<file path="config.mk">
export PLATFORM = sky130hd
export DESIGN_NAME = lmac_line_memory_ctrl
export DESIGN_NICKNAME = d
export VERILOG_FILES = /design/src/hdl/lmac_pkg.sv /design/src/hdl/lmac_clear_catch.sv /design/src/hdl/lmac_addr_counter.sv /design/src/hdl/lmac_line_memory_ctrl.sv
export SDC_FILE = /design/constraint.sdc
export NUM_CORES = 1
export LEC_CHECK = 0
export BUFFER_PORTS_ARGS = -buffer_cell sky130_fd_sc_hd__buf_2
export CAP_MARGIN = 20
export CORE_UTILIZATION = 55
export CTS_CLUSTER_SIZE = 30
export DETAILED_ROUTE_END_ITERATION = 8
export HOLD_SLACK_MARGIN = 0.05
export MAX_ROUTING_LAYER = met4
export PLACE_DENSITY_LB_ADDON = 0.1
export SLEW_MARGIN = 20
export SYNTH_ARGS = -nofsm -noshare
export SYNTH_HDL_FRONTEND = slang
export SYNTH_HIERARCHICAL = 1
export SYNTH_SLANG_ARGS = --single-unit
</file>
<file path="constraint.sdc">
create_clock -name clk -period 2.17 [get_ports clk]
set_input_delay 0.434 -clock clk [delete_from_list [all_inputs] [get_ports clk]]
set_output_delay 0.434 -clock clk [all_outputs]
set_load 0.01 [all_outputs]
</file>
<file path="src/hdl/lmac_pkg.sv">
package lmac_pkg;

  // Address counter geometry
  localparam int ADDR_W = 11;
  localparam logic [10:0] ADDR_ZERO = 11'h000;
  localparam logic [10:0] ADDR_STEP = 11'h001;
  localparam logic [10:0] ADDR_TOP = 11'h7FF;

  // Operating modes
  typedef enum logic [2:0] {
    MODE_STRETCH = 3'b000,
    MODE_WRAP = 3'b001,
    MODE_DOUBLE = 3'b010,
    MODE_PAIR = 3'b011,
    MODE_DELAY = 3'b100
  } lmac_mode_t;

  // Write inhibit addresses per mode
  localparam logic [10:0] INHIBIT_STRETCH = 11'h7FF;
  localparam logic [10:0] INHIBIT_DOUBLE = 11'h7FF;
  localparam logic [10:0] INHIBIT_PAIR = 11'h3FF;

  // Read address lead when the delay select is low
  localparam logic [10:0] SELECT_LOW_LEAD = 11'h005;

  // Decoder slots
  localparam int DEC_N = 6;
  localparam int DEC_WWRAP = 0;
  localparam int DEC_RWRAP = 1;
  localparam int DEC_TAP1 = 2;
  localparam int DEC_TAP2 = 3;
  localparam int DEC_TAP3 = 4;
  localparam int DEC_TAP4 = 5;

  // Latch addresses, one below each target (first and second target)
  localparam logic [10:0] DEC_LATCH_A [DEC_N] = '{
    11'h7FE, 11'h7FE, 11'h383, 11'h38C, 11'h46D, 11'h464
  };
  localparam logic [10:0] DEC_LATCH_B [DEC_N] = '{
    11'h7FE, 11'h7FE, 11'h711, 11'h71A, 11'h46D, 11'h464
  };

  // Slot looks at the write counter when its bit is set
  localparam logic [DEC_N-1:0] DEC_SRC_WRITE = 6'h01;
  // Slots active per mode
  localparam logic [DEC_N-1:0] DEC_ON_WRAP = 6'h03;
  localparam logic [DEC_N-1:0] DEC_ON_DELAY = 6'h3C;
  localparam logic [DEC_N-1:0] DEC_ON_PAIR = 6'h0C;

  // Reset values
  localparam logic [DEC_N-1:0] DEC_IDLE = 6'h3F;
  localparam logic CLEAR_LEVEL_RST = 1'b0;

endpackage

</file>
<file path="src/hdl/lmac_clear_catch.sv">
`timescale 1ns/1ps
module lmac_clear_catch import lmac_pkg::*; (
  // Clock and reset
  input wire logic clk,
  input wire logic resetn,
  // Counter step and clear level
  input wire logic tick,
  input wire logic level_n,
  input wire logic allow,
  // One-cycle clear request
  output logic fire
);

  logic level_reg;

  // Level seen at the previous counter step
  always_ff @(posedge clk or negedge resetn) begin
    if (!resetn) begin
      level_reg <= CLEAR_LEVEL_RST;
    end else if (tick) begin
      level_reg <= level_n;
    end
  end

  // Fires on a high step followed by a low step, once per fall
  assign fire = tick & allow & level_reg & ~level_n;

endmodule // lmac_clear_catch

</file>
<file path="src/hdl/lmac_addr_counter.sv">
`timescale 1ns/1ps
module lmac_addr_counter import lmac_pkg::*; (
  // Clock and reset
  input wire logic clk,
  input wire logic resetn,
  // Step controls
  input wire logic tick,
  input wire logic advance,
  input wire logic clear,
  // Current address
  output logic [ADDR_W-1:0] addr
);

  logic [ADDR_W-1:0] addr_reg;

  // Clear beats advance; top address rolls over to zero
  always_ff @(posedge clk or negedge resetn) begin
    if (!resetn) begin
      addr_reg <= ADDR_ZERO;
    end else if (tick) begin
      if (clear) begin
        addr_reg <= ADDR_ZERO;
      end else if (advance) begin
        addr_reg <= addr_reg + ADDR_STEP;
      end
    end
  end

  assign addr = addr_reg;

endmodule // lmac_addr_counter

</file>
<file path="src/hdl/lmac_line_memory_ctrl.sv">
`timescale 1ns/1ps
module lmac_line_memory_ctrl import lmac_pkg::*; (
  // Clock and reset
  input wire logic clk,
  input wire logic resetn,
  // Mode straps and delay select
  input wire logic stretch_fifo_mode,
  input wire logic wrap_fifo_mode,
  input wire logic double_speed_mode,
  input wire logic line_pair_delay_mode,
  input wire logic delay_select,
  // Address clock steps, one-cycle enables at falling edges
  input wire logic read_clk_fall,
  input wire logic write_clk_fall,
  input wire logic shared_clk_fall,
  // Counter clears and write controls
  input wire logic read_counter_clear_n,
  input wire logic write_counter_clear_n,
  input wire logic common_counter_clear_n,
  input wire logic write_enable_n,
  input wire logic write_gate_n,
  // Decode pulses
  output logic write_wrap_pulse_n,
  output logic read_wrap_pulse_n,
  output logic tap_pulse_1_n,
  output logic tap_pulse_2_n,
  output logic tap_pulse_3_n,
  output logic tap_pulse_4_n,
  // Storage array controls
  output logic [ADDR_W-1:0] mem_read_addr,
  output logic [ADDR_W-1:0] mem_write_addr,
  output logic mem_write_strobe,
  output logic write_inhibited
);

  lmac_mode_t mode;
  logic shared_mode;
  logic rd_tick;
  logic wr_tick;
  logic rd_level_n;
  logic wr_level_n;
  logic clear_allow;
  logic rd_fire;
  logic wr_fire;
  logic write_ok;
  logic wr_advance;
  logic has_inhibit;
  logic [ADDR_W-1:0] inhibit_addr;
  logic [ADDR_W-1:0] rd_addr;
  logic [ADDR_W-1:0] wr_addr;
  logic [ADDR_W-1:0] rd_lead;
  logic [DEC_N-1:0] dec_on;
  logic [DEC_N-1:0] dec_n_reg;
  logic inhibit_reg;
  logic strobe_reg;
  logic [ADDR_W-1:0] rd_out_reg;
  logic [ADDR_W-1:0] wr_out_reg;

  // Mode from straps, delay line when no strap is set
  always_comb begin
    if (stretch_fifo_mode) begin
      mode = MODE_STRETCH;
    end else if (wrap_fifo_mode) begin
      mode = MODE_WRAP;
    end else if (double_speed_mode) begin
      mode = MODE_DOUBLE;
    end else if (line_pair_delay_mode) begin
      mode = MODE_PAIR;
    end else begin
      mode = MODE_DELAY;
    end
  end

  // Per-mode inhibit address and active decoders
  always_comb begin
    case (mode)
      MODE_STRETCH: begin
        has_inhibit = 1'b1;
        inhibit_addr = INHIBIT_STRETCH;
        dec_on = '0;
      end
      MODE_WRAP: begin
        has_inhibit = 1'b0;
        inhibit_addr = ADDR_TOP;
        dec_on = DEC_ON_WRAP;
      end
      MODE_DOUBLE: begin
        has_inhibit = 1'b1;
        inhibit_addr = INHIBIT_DOUBLE;
        dec_on = '0;
      end
      MODE_PAIR: begin
        has_inhibit = 1'b1;
        inhibit_addr = INHIBIT_PAIR;
        dec_on = DEC_ON_PAIR;
      end
      MODE_DELAY: begin
        has_inhibit = 1'b0;
        inhibit_addr = ADDR_TOP;
        dec_on = DEC_ON_DELAY;
      end
      default: begin
        has_inhibit = 1'b0;
        inhibit_addr = ADDR_TOP;
        dec_on = '0;
      end
    endcase
  end

  // Shared modes run both counters from the single clock
  assign shared_mode = (mode == MODE_PAIR) || (mode == MODE_DELAY);
  assign rd_tick = shared_mode ? shared_clk_fall : read_clk_fall;
  assign wr_tick = shared_mode ? shared_clk_fall : write_clk_fall;
  assign rd_level_n = shared_mode ? common_counter_clear_n
                                  : read_counter_clear_n;
  assign wr_level_n = shared_mode ? common_counter_clear_n
                                  : write_counter_clear_n;

  // Line-pair clears only while the gate is high
  assign clear_allow = (mode != MODE_PAIR) || write_gate_n;

  // Write qualifier: gate in line-pair, enable elsewhere
  assign write_ok = (mode == MODE_PAIR) ? !write_gate_n
                                        : !write_enable_n;

  // Inhibited counter freezes until the next clear
  assign wr_advance = !inhibit_reg &&
                      ((mode != MODE_PAIR) || !write_gate_n);

  // Clear edge catchers for each counter
  lmac_clear_catch u_rd_catch (
    .clk(clk),
    .resetn(resetn),
    .tick(rd_tick),
    .level_n(rd_level_n),
    .allow(clear_allow),
    .fire(rd_fire)
  );

  lmac_clear_catch u_wr_catch (
    .clk(clk),
    .resetn(resetn),
    .tick(wr_tick),
    .level_n(wr_level_n),
    .allow(clear_allow),
    .fire(wr_fire)
  );

  // Read and write address counters
  lmac_addr_counter u_rd_cnt (
    .clk(clk),
    .resetn(resetn),
    .tick(rd_tick),
    .advance(1'b1),
    .clear(rd_fire),
    .addr(rd_addr)
  );

  lmac_addr_counter u_wr_cnt (
    .clk(clk),
    .resetn(resetn),
    .tick(wr_tick),
    .advance(wr_advance),
    .clear(wr_fire),
    .addr(wr_addr)
  );

  // Write inhibit: set past the mode's inhibit address (1023 in line-pair), lifted by a clear
  always_ff @(posedge clk or negedge resetn) begin
    if (!resetn) begin
      inhibit_reg <= 1'b0;
    end else if (wr_tick) begin
      if (wr_fire) begin
        inhibit_reg <= 1'b0;
      end else if (has_inhibit && wr_addr == inhibit_addr) begin
        inhibit_reg <= 1'b1;
      end
    end
  end

  // Write strobe and address to the array
  always_ff @(posedge clk or negedge resetn) begin
    if (!resetn) begin
      strobe_reg <= 1'b0;
      wr_out_reg <= ADDR_ZERO;
    end else begin
      strobe_reg <= wr_tick && write_ok && !inhibit_reg;
      if (wr_tick) begin
        wr_out_reg <= wr_addr;
      end
    end
  end

  // Read lead of five when delay select is low in line-pair
  assign rd_lead = (mode == MODE_PAIR && !delay_select) ? SELECT_LOW_LEAD
                                                        : ADDR_ZERO;

  // Array reads the address counted in the previous cycle
  always_ff @(posedge clk or negedge resetn) begin
    if (!resetn) begin
      rd_out_reg <= ADDR_ZERO;
    end else if (rd_tick) begin
      rd_out_reg <= rd_addr + rd_lead;
    end
  end

  // Decode latches, each caught one address before its target
  genvar g;
  generate
    for (g = 0; g < DEC_N; g++) begin : g_dec
      logic dec_tick;
      logic [ADDR_W-1:0] dec_src;
      assign dec_tick = DEC_SRC_WRITE[g] ? wr_tick : rd_tick;
      assign dec_src = DEC_SRC_WRITE[g] ? wr_addr : rd_addr;
      always_ff @(posedge clk or negedge resetn) begin
        if (!resetn) begin
          dec_n_reg[g] <= DEC_IDLE[g];
        end else if (dec_tick) begin
          dec_n_reg[g] <= !(dec_on[g] &&
                            (dec_src == DEC_LATCH_A[g] ||
                             dec_src == DEC_LATCH_B[g]));
        end
      end
    end
  endgenerate

  // Outputs straight from flip-flops
  assign write_wrap_pulse_n = dec_n_reg[DEC_WWRAP];
  assign read_wrap_pulse_n = dec_n_reg[DEC_RWRAP];
  assign tap_pulse_1_n = dec_n_reg[DEC_TAP1];
  assign tap_pulse_2_n = dec_n_reg[DEC_TAP2];
  assign tap_pulse_3_n = dec_n_reg[DEC_TAP3];
  assign tap_pulse_4_n = dec_n_reg[DEC_TAP4];
  assign mem_read_addr = rd_out_reg;
  assign mem_write_addr = wr_out_reg;
  assign mem_write_strobe = strobe_reg;
  assign write_inhibited = inhibit_reg;

  // Write wrap pulse follows write address 2046
  wrap_pulse_a: assert property (
    @(posedge clk) disable iff (!resetn)
    (mode == MODE_WRAP && wr_tick && wr_addr == 11'h7FE)
      |=> !write_wrap_pulse_n
  ) else $error("write wrap pulse missed");

  // Tap 2 first target
  tap2_first_a: assert property (
    @(posedge clk) disable iff (!resetn)
    (mode == MODE_DELAY && rd_tick && rd_addr == 11'h38C)
      |=> !tap_pulse_2_n
  ) else $error("tap 2 missed at 909");

  // Tap 2 second target
  tap2_second_a: assert property (
    @(posedge clk) disable iff (!resetn)
    (mode == MODE_DELAY && rd_tick && rd_addr == 11'h71A)
      |=> !tap_pulse_2_n
  ) else $error("tap 2 missed at 1819");

  // Tap 3 target
  tap3_target_a: assert property (
    @(posedge clk) disable iff (!resetn)
    (mode == MODE_DELAY && rd_tick && rd_addr == 11'h46D)
      |=> !tap_pulse_3_n
  ) else $error("tap 3 missed at 1134");

  // Tap 4 target
  tap4_target_a: assert property (
    @(posedge clk) disable iff (!resetn)
    (mode == MODE_DELAY && rd_tick && rd_addr == 11'h464)
      |=> !tap_pulse_4_n
  ) else $error("tap 4 missed at 1125");

  // Clear leaves the counters at zero
  clear_zero_a: assert property (
    @(posedge clk) disable iff (!resetn)
    (rd_fire || wr_fire) |=>
      ((!$past(rd_fire) || rd_addr == ADDR_ZERO) &&
       (!$past(wr_fire) || wr_addr == ADDR_ZERO))
  ) else $error("counter not zero after clear");

  // Read clear level at the last read step, tracked apart from the catcher
  logic rd_prev_low_reg;
  always_ff @(posedge clk or negedge resetn) begin
    if (!resetn) begin
      rd_prev_low_reg <= 1'b1;
    end else if (rd_tick) begin
      rd_prev_low_reg <= !rd_level_n;
    end
  end

  // Held-low clear does not fire again
  clear_once_a: assert property (
    @(posedge clk) disable iff (!resetn)
    (rd_tick && rd_prev_low_reg) |-> !rd_fire
  ) else $error("clear fired twice");

  // High step then allowed low step clears the read counter
  clear_fire_a: assert property (
    @(posedge clk) disable iff (!resetn)
    (rd_tick && clear_allow && !rd_prev_low_reg && !rd_level_n) |-> rd_fire
  ) else $error("read clear missed");

  // Inhibit blocks writes until a clear
  inhibit_block_a: assert property (
    @(posedge clk) disable iff (!resetn)
    (inhibit_reg && !(wr_tick && wr_fire)) |=>
      (inhibit_reg && !mem_write_strobe)
  ) else $error("write through inhibit");

  // Inhibit set on the top stretch address
  inhibit_set_a: assert property (
    @(posedge clk) disable iff (!resetn)
    (mode == MODE_STRETCH && wr_tick && !wr_fire && wr_addr == ADDR_TOP)
      |=> inhibit_reg
  ) else $error("inhibit not set at 2047");

  // Line-pair writes only with the gate low
  pair_gate_a: assert property (
    @(posedge clk) disable iff (!resetn)
    (mode == MODE_PAIR && wr_tick && write_gate_n) |=> !mem_write_strobe
  ) else $error("write with gate high");

  // Wrap mode counter rolls over
  wrap_roll_a: assert property (
    @(posedge clk) disable iff (!resetn)
    (mode == MODE_WRAP && rd_tick && rd_addr == ADDR_TOP)
      |=> rd_addr == ADDR_ZERO
  ) else $error("read counter no rollover");

  // Tap 3 pulse lasts one address cycle
  pulse_width_a: assert property (
    @(posedge clk) disable iff (!resetn)
    (!tap_pulse_3_n && rd_tick && rd_addr != 11'h46D) |=> tap_pulse_3_n
  ) else $error("tap 3 held too long");

endmodule // lmac_line_memory_ctrl

</file>
==> qor.yml <==
power.density_nw_per_um2: 820
synth_seq_cells: 54
r2r_setup_slack_ns: 0.40
ant_nets: 0
worst_path_dominant_cell_family: "simple AND/OR/NAND/NOR gates"
worstPathArrival_ns: 2.40
antenna_found_initial: 0
synthAdderAreaFrac_pct: 1.69
timing.fmax_mhz: 462
worst_pin_slew_ns: 0.666
maxSlewViolCount: 0
clk_pin_slew_worst_paths_ns: 0.10
fin_hold_ws_ns: 0.233
hold_path_class: "in2async"
crit_path_cell_trace: "buf_8, or4b_4, nor2_4, ha_4, buf_4, ha_4, a31oi_4, or4_1, a31oi_1"
crit_path_start: "stretch_fifo_mode"
p_total_mw: 3.16
die_area_um2: 5670
timing.rr.start: "u_rd_cnt/addr[1]"
fp.dieH_um: 75.3
area_growth_pct: 30.6
portBuffers: 44
synth_area_um2: 2960
yosys.area_share.simple_pct: 26.1
cts_max_path_buffers: 2
drt_iter0_drc: 242
synth_edf_count: 0
dp_hpwl_um: 5290
rr_worst_depth: 4
worstPathBufferInverterCount: 2
yosys_warnings: 6
avgSynthCellArea_um2: 9.42
endpoint_kind: "flop"
clock_sinks: 54
slew_headroom_pct: 55.6
fillCellCount: 405
vias: 2807
rsz0062_at_grt: "yes"
cts_tree: "done"
cts_made_buffers: 5
hold_viol: 0
multi_input_area_um2: 1680
maxCapViolCount: 0
clock_latency_ns: 0.31
cp.depth: 9
worst-path-max-fanout: 7
gp_congestion: 0.867
ir_worst_vdd_uv: 447
initial_core_util_pct: 57.5
ios: 45
drt_pass1_iterations: 5
wl_per_cell_um: 15.5
crit_required_ns: 2.40
synth_compound_gate_area_share_pct: 17.1
skew_ns: 0.00577
grt_pass1_vias: 2420
crit_path_end: "mem_read_addr[4]"
die_w_um: 75.3
layout-drive-gt1-share_pct: 35.2
num-nets-final: 421
synthXorXnorAreaFrac_pct: 1.18
drc: 0
cpMaxStageDelayCell: "or4b_4"
finalSetupViolCount: 0
reg2reg_to: "u_rd_cnt/addr[6]"
std_cell_rows: 26
min_period_ns: 2.16
grt_max_degree: 55
clockRootBuffer: "clkbuf_8"
routed_wl_um: 7310
finalCritPeriodShare_pct: 99.7
yosysSeqAreaShare_pct: 46.0
synth_ff_type: "dfrtp_1"
grt_pass1_wl_um: 11500
power.leakage_nw: 1.70
track_usage_pct: 27.8
cp-start-kind: "input pin"
grt_overflow: 0
slowest_delay_ns: 0.56
cts-htree-levels: 2
status: "complete, no violations"
path_class: "in2reg"
seqCellArea_um2: 1360
synth_top_family_by_area: "simple AND/OR/NAND/NOR gates"
synth_cells: 314
via_per_inst: 5.93
synthMuxAreaShare_pct: 3.89
async_flop_share_pct: 100
coreArea_um2: 5140
antenna-diode-count: 0
cpMostUsedCell: "ha_4"
synth.distinct_cells: 56
-- worst register-to-register path, stage by stage, from the launching register on --
cell and delay (ns):
dfrtp_1 0.60, ha_1 0.28, nand4_1 0.23, or4_1 0.45, a21boi_1 0.15
-- cells in the final DEF, fill, tap and decap left out, drive strengths merged, types with 3 or more instances in the layout --
master   n
mux2i    4
nor2    20
mux2     6
a31oi   10
o21ai    6
a22oi    4
o31ai   10
a21oi   11
nand2b   9
nor2b    4
nand4    7
o311ai   6
inv     15
conb     3
or4      9
nand3    7
xor2     3
nor4     7
dfstp    6
dfrtp   48
or4b     5
o41ai    8
a21boi   3
buf     91
clkbuf   5
ha       4
nand2   64
-- metal layers --
layer / vias up / part of all wire [%] / GRT usage (%)
met5: - / 0 / -
met4: 0 / 0.79 / 6.79
met2: 105 / 45 / 41.3
met3: 6 / 5.9 / 3.97
li1: 1351 / - / -
met1: 1345 / 48 / 40.3
-- area by class of cell --
| cell class | instances | share of cell area [%] |
|---|---|---|
| clock inverters | 3 | 0.648 |
| inverters | 14 | 1.36 |
| multi-input cells | 236 | 43.5 |
| repair buffers | 91 | 15.3 |
| flip-flops and latches | 54 | 35.2 |
| well taps | 70 | 2.27 |
| clock buffers | 5 | 1.78 |
-- logic make-up after synthesis --
kind of cell | count (synthesis)
mux | 10
buf+inv | 26
flops | 54
simple gates | 144
compound gates | 71
fa+ha+maj | 4
xor+xnor | 4
other cells | 1
-- power by group --
group | internal [mW] | leakage [nW] | switching, mW
combinational | 0.489 | 1.00 | 0.623
clock | 0.234 | 0.0447 | 0.348
sequential | 1.21 | 0.648 | 0.257
-- synthesized netlist by cell type, drive strengths merged (5+ instances only) --
master | n | area share, %
o311ai | 6 | 1.8
or4b | 5 | 1.8
buf | 8 | 1.7
nand2b | 9 | 1.9
inv | 14 | 1.8
a31oi | 10 | 2.1
o21ai | 6 | 1.0
nand4 | 7 | 1.5
dfstp | 6 | 5.3
dfrtp | 48 | 41
o41ai | 8 | 2.4
nor4 | 7 | 1.9
mux2 | 6 | 2.5
a21oi | 11 | 1.9
nand2 | 64 | 8.1
or4 | 9 | 2.3
o31ai | 10 | 2.5
nand3 | 7 | 1.5
nor2 | 20 | 2.5
-- metrics by stage --
step	utilization, %	cells	setup slack, ns	instance area (µm²)	TNS, ns
2_1_floorplan	-	316	-0.282	3190	-3.07
3_3_place_gp	71.8	459	-0.325	3690	-4.37
3_5_place_dp	71.8	459	-0.426	3690	-5.82
4_1_cts	74.3	470	-0.0320	3820	-0.0509
5_1_grt	75.1	473	-0.0505	3860	-0.206
6_report	75.1	473	0.00592	3860	0
-- worst min path at each step --
stage and to:
6_report u_rd_cnt/addr[5], 5_1_grt mem_write_strobe, 4_1_cts u_rd_cnt/addr[7], 3_5_place_dp mem_write_addr[3], 3_3_place_gp mem_write_addr[0], 2_1_floorplan mem_read_addr[0]
-- what timing repair did --
action / CTS / global route
pin swaps: 9 / 9
hold buffers: 0 / 0
setup buffers: 3 / 3
endpoints found under the setup margin: 4 / 8
gates resized for setup: 4 / 4
(Power assumes the default switching activity.)
